[src/verilog/fcrsc_regs.vh]
`ifndef FCRSC_REGS_VH
`define FCRSC_REGS_VH
// register offsets
`define FCRSC_OFS_MODE      8'h0D
`define FCRSC_OFS_ROUTE_STS 8'h0E
`define FCRSC_OFS_FIFO_SEL  8'h0F
`define FCRSC_OFS_CONN      8'hFA
`define FCRSC_OFS_SUBCH     8'hFB
`define FCRSC_OFS_CHAN      8'hFC
// connection register fields
`define FCRSC_CONN_TRP      1
`define FCRSC_CONN_IRQ_LO   2
`define FCRSC_CONN_IRQ_HI   4
`define FCRSC_CONN_FLOW_LO  5
`define FCRSC_CONN_FLOW_HI  7
// subchannel register fields
`define FCRSC_SUB_CNT_LO    0
`define FCRSC_SUB_CNT_HI    2
`define FCRSC_SUB_START_LO  3
`define FCRSC_SUB_START_HI  5
`define FCRSC_SUB_LOOP      6
`define FCRSC_SUB_INV       7
// channel assignment fields
`define FCRSC_CHAN_DIR      0
`define FCRSC_CHAN_NUM_LO   1
`define FCRSC_CHAN_NUM_HI   4
// operating modes
`define FCRSC_MODE_SIMPLE   2'h0
`define FCRSC_MODE_CHSEL    2'h1
`define FCRSC_MODE_SEQ      2'h2
// reset values
`define FCRSC_RST_CONN      8'h00
`define FCRSC_RST_SUBCH     8'h00
`define FCRSC_RST_SEL       8'h00
`define FCRSC_RST_MODE      8'h00
`endif

[src/verilog/fcrsc_slot_proc.v]
`timescale 1ns/1ps
`default_nettype none
module fcrsc_slot_proc
(
  // subchannel setup
  input  wire [2:0] bit_cnt,
  input  wire [2:0] start_bit,
  input  wire       invert,
  // 1: place fifo bits into slot byte, 0: take bits out of slot byte
  input  wire       to_slot,
  input  wire [7:0] data_in,
  output reg  [7:0] data_out,
  output reg  [3:0] nbits
);
  reg [7:0] mask;
  reg [7:0] inv_in;

  // field mask from count and start; count zero means the whole byte
  always @*
  begin
    nbits = (bit_cnt == 3'h0) ? 4'h8 : {1'b0, bit_cnt};
    mask = (bit_cnt == 3'h0) ? 8'hFF : (8'hFF >> (4'h8 - {1'b0, bit_cnt}));
    mask = mask << start_bit;
    inv_in = invert ? ~data_in : data_in;
    if (to_slot)
      data_out = ((inv_in << start_bit) & mask) | ~mask; // unused bits idle high
    else
      data_out = (inv_in & mask) >> start_bit;
  end
endmodule
`default_nettype wire

[src/verilog/fcrsc_top.v]
// Function
// - transmit fifo flow code picks line/pcm destinations of fifo and line data.
// - receive fifo flow code picks fifo source and optional pcm to line feed.
// - line/pcm direct connections carry data only with nonzero interrupt field.
// - pcm data sent to line via receive fifo is also stored in fifo only when flow bit 0 picks pcm as fifo source.
// - line to pcm belongs to transmit fifo and raises no fifo event.
// - hdlc mode moves exactly the configured bit count; code 000 means 8.
// - transparent mode moves whole bytes, only counted bits valid.
// - count codes 001 to 111 mean one to seven bits.
// - bit field starts at start bit field, bits 5 to 3.
// - loop bit repeats current fifo data on transmit transparent fifos only.
// - invert bit inverts channel data, else data passes unchanged.
// - channel assignment used only in channel select and sequence modes.
// - channel register holds direction in bit 0, number in bits 4 to 1.
// - channel assignment resets to the fifo's own number and direction.
// - fifo with zero interrupt field is disabled and moves no data.
//
// Implementation choice: strobed register access.
`timescale 1ns/1ps
`default_nettype none
`include "fcrsc_regs.vh"
module fcrsc_top
#(
  parameter NUM_FIFOS = 16
)
(
  // clock and reset
  input  wire       clk,
  input  wire       resetn,
  // register port
  input  wire [7:0] reg_addr,
  input  wire [7:0] reg_wdata,
  input  wire       reg_wr,
  input  wire       reg_rd,
  output reg  [7:0] reg_rdata,
  // slot stream in, one slot per valid cycle
  input  wire       slot_valid,
  input  wire [3:0] slot_num,
  input  wire       slot_dir,
  input  wire [7:0] fifo_rd_data,
  input  wire [7:0] line_rx_data,
  input  wire [7:0] pcm_rx_data,
  // fifo side results
  output reg        fifo_rd_take,
  output reg        fifo_wr_valid,
  output reg  [7:0] fifo_wr_data,
  output reg  [3:0] fifo_bits,
  output reg  [4:0] fifo_index,
  output reg        fifo_event,
  // line and pcm outputs
  output reg        line_tx_valid,
  output reg  [7:0] line_tx_data,
  output reg        pcm_tx_valid,
  output reg  [7:0] pcm_tx_data
);
  localparam ENTRIES = 2 * NUM_FIFOS;

  // per-fifo arrays, index is {number, direction}
  reg  [7:0] conn_q  [0:ENTRIES-1];
  reg  [7:0] subch_q [0:ENTRIES-1];
  reg  [4:0] chan_q  [0:ENTRIES-1];
  reg  [7:0] sel_q;
  reg  [1:0] mode_q;
  integer    i;
  // one loop variable per process, a shared one would have two drivers
  integer    j;

  wire [4:0] sel_idx;
  wire       wr_conn;
  wire       wr_subch;
  wire       wr_chan;

  assign sel_idx  = sel_q[4:0];
  assign wr_conn  = reg_wr && (reg_addr == `FCRSC_OFS_CONN);
  assign wr_subch = reg_wr && (reg_addr == `FCRSC_OFS_SUBCH);
  assign wr_chan  = reg_wr && (reg_addr == `FCRSC_OFS_CHAN);

  // global registers: fifo select and operating mode
  always @(posedge clk or negedge resetn)
  begin
    if (!resetn)
    begin
      sel_q  <= `FCRSC_RST_SEL;
      mode_q <= 2'h0;
    end
    else
    begin
      if (reg_wr && (reg_addr == `FCRSC_OFS_FIFO_SEL))
        sel_q <= {3'h0, reg_wdata[4:0]};
      if (reg_wr && (reg_addr == `FCRSC_OFS_MODE))
        mode_q <= reg_wdata[1:0];
    end
  end

  // per-fifo registers; writes land on the selected fifo
  always @(posedge clk or negedge resetn)
  begin
    if (!resetn)
    begin
      for (i = 0; i < ENTRIES; i = i + 1)
      begin
        conn_q[i]  <= `FCRSC_RST_CONN;
        subch_q[i] <= `FCRSC_RST_SUBCH;
        chan_q[i]  <= i[4:0];
      end
    end
    else
    begin
      if (wr_conn)
        conn_q[sel_idx] <= reg_wdata;
      if (wr_subch)
        subch_q[sel_idx] <= reg_wdata;
      if (wr_chan)
        chan_q[sel_idx] <= reg_wdata[`FCRSC_CHAN_NUM_HI:`FCRSC_CHAN_DIR];
    end
  end

  // selected fifo decode for the status read
  wire [7:0] sel_conn;
  wire [2:0] sel_flow;
  wire       sel_en;
  reg  [7:0] route_sts;

  assign sel_conn = conn_q[sel_idx];
  assign sel_flow = sel_conn[`FCRSC_CONN_FLOW_HI:`FCRSC_CONN_FLOW_LO];
  assign sel_en   = (sel_conn[`FCRSC_CONN_IRQ_HI:`FCRSC_CONN_IRQ_LO] != 3'h0);

  // status: enable, fifo->line, fifo->pcm, line->pcm, line->fifo, pcm->fifo, pcm->line
  always @*
  begin
    route_sts = 8'h00;
    route_sts[0] = sel_en;
    if (sel_en && !sel_idx[0])
    begin
      route_sts[1] = !sel_flow[1];
      // fifo reaches pcm only with codes 0xx; 1xx feeds pcm from the line
      route_sts[2] = !sel_flow[2];
      route_sts[3] = sel_flow[2];
    end
    else if (sel_en)
    begin
      route_sts[4] = !sel_flow[0];
      route_sts[5] = sel_flow[0];
      route_sts[6] = sel_flow[1];
    end
  end

  // read data, one cycle after the strobe; unmapped reads zero
  always @(posedge clk or negedge resetn)
  begin
    if (!resetn)
      reg_rdata <= 8'h00;
    else if (reg_rd)
    begin
      case (reg_addr)
        `FCRSC_OFS_MODE      : reg_rdata <= {6'h00, mode_q};
        `FCRSC_OFS_ROUTE_STS : reg_rdata <= route_sts;
        `FCRSC_OFS_FIFO_SEL  : reg_rdata <= sel_q;
        `FCRSC_OFS_CONN      : reg_rdata <= sel_conn;
        `FCRSC_OFS_SUBCH     : reg_rdata <= subch_q[sel_idx];
        `FCRSC_OFS_CHAN      : reg_rdata <= {3'h0, chan_q[sel_idx]};
        default              : reg_rdata <= 8'h00;
      endcase
    end
    else
      reg_rdata <= 8'h00;
  end

  // slot to fifo lookup
  reg        hit;
  reg  [4:0] fidx;
  wire       use_chan;

  assign use_chan = (mode_q == `FCRSC_MODE_CHSEL) || (mode_q == `FCRSC_MODE_SEQ);

  // first matching fifo wins; an unclaimed slot moves nothing
  // a remapped low fifo shadows the slot's own owner
  always @*
  begin
    hit  = 1'b0;
    fidx = {slot_num, slot_dir};
    if (use_chan)
    begin
      for (j = 0; j < ENTRIES; j = j + 1)
      begin
        if (!hit && (chan_q[j] == {slot_num, slot_dir}))
        begin
          hit  = 1'b1;
          fidx = j[4:0];
        end
      end
    end
    else
      hit = 1'b1;
  end

  // configuration of the fifo that owns this slot
  wire [7:0] f_conn;
  wire [7:0] f_sub;
  wire [2:0] f_flow;
  wire       f_en;
  wire       f_trp;
  wire       f_rx;
  wire       f_loop;

  assign f_conn = conn_q[fidx];
  assign f_sub  = subch_q[fidx];
  assign f_flow = f_conn[`FCRSC_CONN_FLOW_HI:`FCRSC_CONN_FLOW_LO];
  assign f_en   = (f_conn[`FCRSC_CONN_IRQ_HI:`FCRSC_CONN_IRQ_LO] != 3'h0);
  assign f_trp  = f_conn[`FCRSC_CONN_TRP];
  assign f_rx   = fidx[0];
  assign f_loop = f_sub[`FCRSC_SUB_LOOP] && !f_rx && f_trp;

  // transmit insertion and receive extraction share the bit processor
  wire [7:0] rx_src;
  wire [7:0] proc_out;
  wire [3:0] proc_bits;

  assign rx_src = f_flow[0] ? pcm_rx_data : line_rx_data;

  // start bit placement
  // field shifted to its start bit, bits outside idle high on transmit
  // count decode in processor
  fcrsc_slot_proc u_proc
  (
    .bit_cnt   (f_sub[`FCRSC_SUB_CNT_HI:`FCRSC_SUB_CNT_LO]),
    .start_bit (f_sub[`FCRSC_SUB_START_HI:`FCRSC_SUB_START_LO]),
    .invert    (f_sub[`FCRSC_SUB_INV]),
    .to_slot   (!f_rx),
    .data_in   (f_rx ? rx_src : fifo_rd_data),
    .data_out  (proc_out),
    .nbits     (proc_bits)
  );

  // routing decision for this slot
  reg        go;
  reg        n_rd;
  reg        n_wr;
  reg        n_line;
  reg  [7:0] n_line_d;
  reg        n_pcm;
  reg  [7:0] n_pcm_d;
  reg        n_evt;

  always @*
  begin
    go       = slot_valid && hit && f_en;
    n_rd     = 1'b0;
    n_wr     = 1'b0;
    n_line   = 1'b0;
    n_line_d = 8'hFF;
    n_pcm    = 1'b0;
    n_pcm_d  = 8'hFF;
    n_evt    = 1'b0;
    if (go && !f_rx)
    begin
      case (f_flow[2:1])
        2'h0:
        begin
          n_line   = 1'b1;
          n_line_d = proc_out;
          n_pcm    = 1'b1;
          n_pcm_d  = proc_out;
        end
        2'h1:
        begin
          n_pcm    = 1'b1;
          n_pcm_d  = proc_out;
        end
        2'h2:
        begin
          n_line   = 1'b1;
          n_line_d = proc_out;
          n_pcm    = 1'b1;
          n_pcm_d  = line_rx_data;
        end
        default:
        begin
          n_pcm    = 1'b1;
          n_pcm_d  = line_rx_data;
        end
      endcase
      n_rd  = (f_flow[2:1] != 2'h3) && !f_loop;
      n_evt = (f_flow[2:1] != 2'h3);
    end
    else if (go)
    begin
      n_wr  = 1'b1;
      n_evt = 1'b1;
      if (f_flow[1])
      begin
        n_line   = 1'b1;
        n_line_d = pcm_rx_data;
      end
    end
  end

  // registered outputs
  always @(posedge clk or negedge resetn)
  begin
    if (!resetn)
    begin
      fifo_rd_take  <= 1'b0;
      fifo_wr_valid <= 1'b0;
      fifo_wr_data  <= 8'h00;
      fifo_bits     <= 4'h0;
      fifo_index    <= 5'h00;
      fifo_event    <= 1'b0;
      line_tx_valid <= 1'b0;
      line_tx_data  <= 8'hFF;
      pcm_tx_valid  <= 1'b0;
      pcm_tx_data   <= 8'hFF;
    end
    else
    begin
      fifo_rd_take  <= n_rd;
      fifo_wr_valid <= n_wr;
      fifo_wr_data  <= proc_out;
      fifo_bits     <= f_trp ? 4'h8 : proc_bits;
      fifo_index    <= fidx;
      fifo_event    <= n_evt;
      line_tx_valid <= n_line;
      line_tx_data  <= n_line_d;
      pcm_tx_valid  <= n_pcm;
      pcm_tx_data   <= n_pcm_d;
    end
  end
endmodule
`default_nettype wire

[config.mk]
export PLATFORM = sky130hd
export DESIGN_NAME = fcrsc_top
export DESIGN_NICKNAME = d
export VERILOG_FILES = /design/src/verilog/fcrsc_slot_proc.v /design/src/verilog/fcrsc_top.v
export VERILOG_INCLUDE_DIRS = /design/src /design/src/verilog
export SDC_FILE = /design/constraint.sdc
export NUM_CORES = 2
export LEC_CHECK = 0
export BUFFER_PORTS_ARGS = -buffer_cell sky130_fd_sc_hd__buf_4
export CORE_UTILIZATION = 36
export CTS_BUF_LIST = sky130_fd_sc_hd__clkbuf_8
export CTS_CLUSTER_SIZE = 30
export DETAILED_ROUTE_END_ITERATION = 8
export PLACE_DENSITY_LB_ADDON = 0.15
export SLEW_MARGIN = 20
export SYNTH_ARGS = -nofsm -noshare
export SYNTH_HDL_FRONTEND = slang
export SYNTH_SLANG_ARGS = --single-unit
[constraint.sdc]
create_clock -name clk -period 8.05 [get_ports clk]
set_input_delay 0.805 -clock clk [delete_from_list [all_inputs] [get_ports clk]]
set_output_delay 0.805 -clock clk [all_outputs]
set_load 0.005 [all_outputs]
### Yosys cells after proc, flatten, opt, wreduce, memory -nomap -nowiden

Cells that the tools add are included.

| cells by class | value |
|---|---|
| add/subtract/negate cells | 1 |
| $lt $le $gt $ge | 3 |
| equality and inequality tests | 43 |
| shift operators | 4 |
| multiplexer cells | 146 |
| bitwise gates (word level) | 7 |
| reduce and logical (&&, ||, !) cells | 88 |

Operator list:

| cell | count |
|---|---|
| 256-bit bitwise mux | 2 |
| 5-bit 2-to-1 mux | 36 |
| 8-bit 2-to-1 mux | 21 |
| 8-bit binary-select mux with 5-bit select | 4 |
| 160-bit bitwise mux | 1 |
| 5-bit equality test | 32 |
| 1-bit 2-to-1 mux | 73 |
| 8-bit case mux with 6 select lines | 1 |
| 1-bit logical AND | 44 |
| 8-bit demux with 5-bit select | 1 |
| 1-bit logical NOT | 37 |
| 5-bit binary-select mux with 5-bit select | 1 |
| 5-bit demux with 5-bit select | 1 |
| 8-bit by 4-bit equality test with 1-bit output (second input constant) | 3 |
| 8-bit equality test (second input constant) | 3 |
| 8-bit bitwise AND | 2 |
| 8-bit inverter | 2 |
| 8-bit by 3-bit << shifter with 8-bit output | 2 |
| 6-bit greater-or-equal comparator (second input constant) | 2 |
| 5-bit inverter with 6-bit output | 2 |
| 3-bit 2-to-1 mux | 3 |
| 4-bit 2-to-1 mux | 2 |
| 8-bit bitwise OR | 1 |
| 8-bit by 3-bit >> shifter with 8-bit output | 1 |
| other kinds (11) | 15 |

| word-level totals | value |
|---|---|
| register bits after elaboration | 725 |
| bits of input ports | 50 |
| output and inout port bits | 46 |
| word-level logic and storage cells | 401 |

### Longest topological paths before layout

| logic depth | value |
|---|---|
| word-level depth | 141 |
| mapped depth | 34 |
| mapped depth without buffers | 25 |

### Cells and area by module

A second synthesis with hierarchy kept.

| second synthesis, totals | value |
|---|---|
| cells, all modules | 3179 |
| area, all modules | 41014.3 um^2 |

Modules (own cells, without submodules):

| module | instances | cells an instance | area an instance (um^2) | sequential area each (um^2) |
|---|---|---|---|---|
| fcrsc_top | 1 | 3016 | 39857.0 | 18262.5 |
| fcrsc_slot_proc | 1 | 163 | 1157.4 | 0.0 |

### Worst setup path before layout

OpenSTA, ideal clock, no wires.

| timing path | value |
|---|---|
| path type | input port to flip-flop |
| from | input port slot_num[1] |
| to | register line_tx_data[7] |
| library setup time | 0.075 ns |
| arrival time | 6.513 ns |
| data required time | 7.975 ns |
| path slack | 1.462 ns |
| cell stages on the path | 30 |
| buffers on the path | 6 |
| cells stage by stage | buf_4 xor2_1 nor3_1 and3_4 or4_4 or4_1 buf_2 o221ai_4 nand2_4 inv_2 buf_6 buf_4 buf_6 buf_6 mux2i_1 o32ai_1 a211oi_1 nand4b_1 inv_1 ha_1 inv_1 ha_1 nor2_1 nand2_1 o22ai_1 o21ai_1 a221oi_1 or3_1 a21oi_2 a2bb2oi_1 |

| on the way | value |
|---|---|
| cells in the longest elaborated chain, start to end | 141 |
| elaborated cells on any way between the ends | 226 |
| those cells by class | add/sub (1); eq/ne (33); shift (4); mux (112); bitwise (6); reduce/logical (70) |

RTL lines:

| what | line | RTL |
|---|---|---|
| start, declared | fcrsc_top.v:38 | `input wire [3:0] slot_num,` |
| 5-bit equality test | fcrsc_top.v:186 | `if (!hit && (chan_q[j] == {slot_num, slot_dir}))` |
| 1-bit 2-to-1 mux | fcrsc_top.v:186 |  |
| 1-bit 2-to-1 mux | fcrsc_top.v:182 | `if (use_chan)` |
| 1-bit logical NOT | fcrsc_top.v:186 |  |
| 1-bit logical AND | fcrsc_top.v:186 |  |
| 1-bit 2-to-1 mux | fcrsc_top.v:186 |  |
| 1-bit 2-to-1 mux | fcrsc_top.v:182 |  |
| 1-bit logical NOT | fcrsc_top.v:186 |  |
| [... 117 more ...] | - |  |
| 5-bit 2-to-1 mux | fcrsc_top.v:186 |  |
| 5-bit 2-to-1 mux (*) | fcrsc_top.v:182 |  |
| branches (longest 11 deep; another with 4-bit by 3-bit subtractor with 4-bit output) | - |  |
| 8-bit 2-to-1 mux (*) | fcrsc_slot_proc.v:25 | `if (to_slot)` |
| named net proc_out[7] | fcrsc_top.v:216 | `wire [7:0] proc_out;` |
| 8-bit 2-to-1 mux (*) | fcrsc_top.v:257 | `case (f_flow[2:1])` |
| 8-bit 2-to-1 mux (*) | fcrsc_top.v:255 | `if (go && !f_rx)` |
| named net n_line_d[7] | fcrsc_top.v:240 | `reg [7:0] n_line_d;` |
| end signal, assigned | fcrsc_top.v:323 | `line_tx_data <= n_line_d;` |
| end, declared | fcrsc_top.v:52 | `output reg [7:0] line_tx_data,` |

Mark *: on every way through the listed nets, which the timed path passes. The select of a mux whose other input is x is not followed.
A chain may end at the register's enable or synchronous reset.

### Final worst setup path

| timing path | value |
|---|---|
| from | register chan_q[122] (netlist bit) |
| to | register fifo_wr_data[1] |

| on the way | value |
|---|---|
| cells in the longest elaborated chain, start to end | 112 |
| elaborated cells on any way between the ends | 147 |
| those cells by class | add/sub (1); eq/ne (1); shift (4); mux (85); bitwise (6); reduce/logical (50) |

RTL lines:

| what | line | RTL |
|---|---|---|
| start, declared | fcrsc_top.v:61 | `reg [4:0] chan_q [0:ENTRIES-1];` |
| start signal, assigned by index | fcrsc_top.v:104 | `chan_q[i] <= i[4:0];` |
| start signal, assigned by index | fcrsc_top.v:114 | `` chan_q[sel_idx] <= reg_wdata[`FCRSC_CHAN_NUM_HI:`FCRSC_CHAN_DIR]; `` |
| 5-bit equality test (*) | fcrsc_top.v:186 |  |
| 1-bit logical AND (*) | fcrsc_top.v:186 |  |
| 1-bit 2-to-1 mux | fcrsc_top.v:186 |  |
| 1-bit 2-to-1 mux | fcrsc_top.v:182 |  |
| 1-bit logical NOT | fcrsc_top.v:186 |  |
| 1-bit logical AND | fcrsc_top.v:186 |  |
| 1-bit 2-to-1 mux | fcrsc_top.v:186 |  |
| 1-bit 2-to-1 mux | fcrsc_top.v:182 |  |
| [... 87 more ...] | - |  |
| 1-bit 2-to-1 mux | fcrsc_top.v:182 |  |
| 1-bit logical NOT | fcrsc_top.v:186 |  |
| 1-bit logical AND | fcrsc_top.v:186 |  |
| 5-bit 2-to-1 mux (*) | fcrsc_top.v:186 |  |
| 5-bit 2-to-1 mux (*) | fcrsc_top.v:182 |  |
| branches (longest 11 deep; another with 4-bit by 3-bit subtractor with 4-bit output) | - |  |
| 8-bit 2-to-1 mux (*) | fcrsc_slot_proc.v:25 |  |
| named net proc_out[1] | fcrsc_top.v:216 |  |
| end signal, assigned | fcrsc_top.v:318 | `fifo_wr_data <= proc_out;` |
| end, declared | fcrsc_top.v:46 | `output reg [7:0] fifo_wr_data,` |

Marked as above.

==> flow_metrics.py <==
metrics = {
    "worst_setup_path": {
        "critPathArrivalTime_ps": 7930,
        "cpMaxStageDelayCell": "or4_1",
        "rr_endpoint": "fifo_wr_data[1]$_DFF_PN0_",
        "worst_r2r_path_depth": 25,
        "r2r-start": "chan_q[122]$_DFFE_PN1P_",
        "critPathRequiredTime_ps": 8760,
        "reg2reg_slack_ps": 840,
        "worst_setup_path_start_kind": "register",
        "path_class": "register to register",
        "cpPeakStageDelay_ps": 750,
        "end_kind": "register",
        "crit_fanout": 21,
    },
    "placed_design": {
        "dp_cells": 4837,
        "place_area_mm2": 0.0434,
        "gp_congestion": 0.907,
        "dp_hpwl_um": 97300,
        "numPortBuffers": 95,
    },
    "grt": {
        "gr-total-overflow": 0,
        "antenna_found_initial": 3,
        "grt_max_degree": 124,
        "grt_pass1_wl_um": 217000,
        "grt_usage_pct": 25.3,
        "grt_pass1_vias": 30600,
    },
    "logic_synthesis": {
        "ys_seq_area_share_pct": 44.7,
        "ys_warn_count": 0,
        "ys_types": 100,
        "synthArstFlopShare_pct": 100,
        "yosys_most_used_dff": "dfrtp_1",
        "syn_nets": 3436,
        "netlist_instances": 3382,
        "synth_edf_count": 0,
        "syn-mean-instance-area_um2": 12.1,
        "synth_seq_cells": 725,
        "syn_area_mm2": 0.0409,
    },
    "layout": {
        "synthToLayoutAreaGrowth_pct": 13.0,
        "drive_above_1_share_pct": 40.4,
        "final_util_pct": 41.1,
        "most-common-layout-cells": "mux2_2 (682), dfrtp_1 (627), nand2_1 (238), buf_4 (219), mux4_2 (183)",
        "stdcell_area_mm2": 0.0462,
        "final_cells": 5086,
        "fin_nets": 3531,
        "final_common_cell": "mux2_2",
    },
    "cts": {
        "cts.sinks": 725,
        "cts_hold_buf": 0,
        "clk_latency_ps": 850,
        "post_cts_resized": 0,
        "cts_max_path_buffers": 3,
        "clock-root-buffer": "clkbuf_8",
        "cts_setup_buffers": 0,
        "htreeDepth": 4,
        "path_clk_slew_ps": 60,
        "numCtsBuffers": 137,
        "cts_tree": "done",
    },
    "floorplanning": {
        "die_h_um": 339,
        "core-area_mm2": 0.112,
        "ioPinCount": 96,
        "start_util_pct": 36.3,
        "dieArea_mm2": 0.115,
        "die_w_um": 339,
        "rows": 123,
    },
    "drt": {
        "viasPerCell": 5.97,
        "first_pass_iters": 6,
        "num_vias": 30400,
        "ant_nets": 0,
        "wirelength_um": 145000,
        "drt_iter0_drc": 2504,
        "drc": 0,
        "wl_per_cell_um": 28.5,
    },
    "sta": {
        "hold_viol_final": 0,
        "fmax_mhz": 139,
        "fin_crit_ps": 7210,
        "finalSetupViolations": 0,
        "rsz0062_at_grt": "no",
        "max_slew_margin_pct": 15.1,
        "finClkSkew_ps": 41.9,
        "tightest_slew_ps": 1260,
        "setup_tns_ps": 0,
        "min_period_over_period_pct": 89.6,
        "drv_slew": 0,
    },
    "min_path": {
        "hold_path_class": "input port to asynchronous set/reset pin",
    },
    "job": {
        "drv_cap": 0,
    },
    "pwr": {
        "power.total_mw": 8.75,
        "ir_drop_uv": 136,
        "power_density_mw_per_mm2": 189,
        "p_leak_nw": 20.5,
    },
    "status": {
        "outcome": "finished, final reports clean",
    },
}
[kinds of logic (layout without fill, tap and decap cells)]
family                     count (synthesis)  count (layout)  share of synthesized area (%)
adders and majority gates                  4               4                          0.122
buffers and inverters                    304             505                           3.42
other                                      0               3                              0
and+or+nand+nor                          798             798                           9.69
xor gates and xnor gates                 175             175                           3.75
muxes                                    933             933                           30.5
AOI/OAI and AO/OA                        443             443                           7.81
DFF                                      725             725                           44.7
[worst max-delay path: cells and delay by family, from the launching register on]
kind / cells / cell delay (ps)
multiplexers: 1 / 340
AO/OA/AOI/OAI: 9 / 2430
XOR/XNOR: 1 / 150
flip-flops: 1 / 570
adder cells (fa/ha/maj): 2 / 540
AND/OR/NAND/NOR: 7 / 2050
buffers and inverters: 5 / 1010
[cell usage after synthesis, drive strengths merged (14+ instances only)]
master / instances / share of area, %
mux2i: 65 / 1.6
and2: 18 / 0.28
o21ai: 51 / 0.63
mux2: 685 / 19
nor4: 45 / 0.73
and3: 27 / 0.43
nand4: 34 / 0.52
dfrtp: 629 / 38
a211oi: 23 / 0.42
dfstp: 96 / 6.2
inv: 30 / 0.28
buf: 94 / 1.5
nor2: 91 / 0.86
xor2: 100 / 2.1
xnor2: 75 / 1.6
nand3: 146 / 1.8
clkbuf: 180 / 1.7
a31oi: 14 / 0.23
a21oi: 95 / 1.2
nor3: 125 / 1.6
o211ai: 25 / 0.46
mux4: 183 / 10
o22ai: 15 / 0.23
nand2: 241 / 2.2
a22oi: 79 / 1.5
[metal layers]
metal,GRT usage [%],vias up,wire (µm)
met5,0,-,13
met4,9.09,2,4610
met3,4.62,251,9400
met2,38.3,1126,65600
met1,36.2,16000,65600
li1,-,13000,-
[power breakdown]
| group | switching (mW) | internal (mW) |
|---|---|---|
| Combinational | 0.907 | 0.427 |
| Clock | 1.71 | 1.97 |
| Sequential | 0.0303 | 3.70 |
[per-stage QoR]
step | hold slack (ps) | setup slack, ps
3_5_place_dp | 489 | 166
4_1_cts | 3.59 | 857
2_1_floorplan | 474 | 1460
5_1_grt | 57.0 | 451
3_3_place_gp | 484 | 280
6_report | 32.1 | 838
[final cells by class]
class / instances / area, µm²
Fill cell: 10800 / 66300
Sequential cell: 725 / 18300
Clock inverter: 79 / 477
Timing Repair Buffer: 230 / 1860
Inverter: 30 / 120
Tap cell: 1500 / 1880
Antenna cell: 3 / 7.51
Multi-Input combinational cell: 2353 / 21300
Clock buffer: 166 / 2280
[worst max-delay path by stage]
stage	endpoint	start	slack, ps	depth (start not counted)
after floorplan	line_tx_data[7]$_DFF_PN1_	slot_num[1]	1460	30
after global placement	fifo_wr_data[1]$_DFF_PN0_	slot_num[1]	280	27
after detailed placement	fifo_wr_data[1]$_DFF_PN0_	slot_num[1]	170	27
after CTS	fifo_wr_data[1]$_DFF_PN0_	chan_q[122]$_DFFE_PN1P_	860	25
after global routing	fifo_wr_data[3]$_DFF_PN0_	chan_q[120]$_DFFE_PN1P_	450	26
final	fifo_wr_data[1]$_DFF_PN0_	chan_q[122]$_DFFE_PN1P_	840	25
[state kept, by name, summed over array words and instances (netlist names)]
| name | flops |
|---|---|
| chan_q | 160 |
| fifo_bits | 4 |
| fifo_wr_data | 8 |
| line_tx_data | 8 |
| reg_rdata | 8 |
| subch_q | 256 |
| pcm_tx_data | 8 |
| sel_q | 5 |
| line_tx_valid | 1 |
| conn_q | 256 |
| pcm_tx_valid | 1 |
| fifo_wr_valid | 1 |
| fifo_event | 1 |
| mode_q | 2 |
| fifo_index | 5 |
| fifo_rd_take | 1 |
Note: power is estimated with default switching activity, not from simulation.
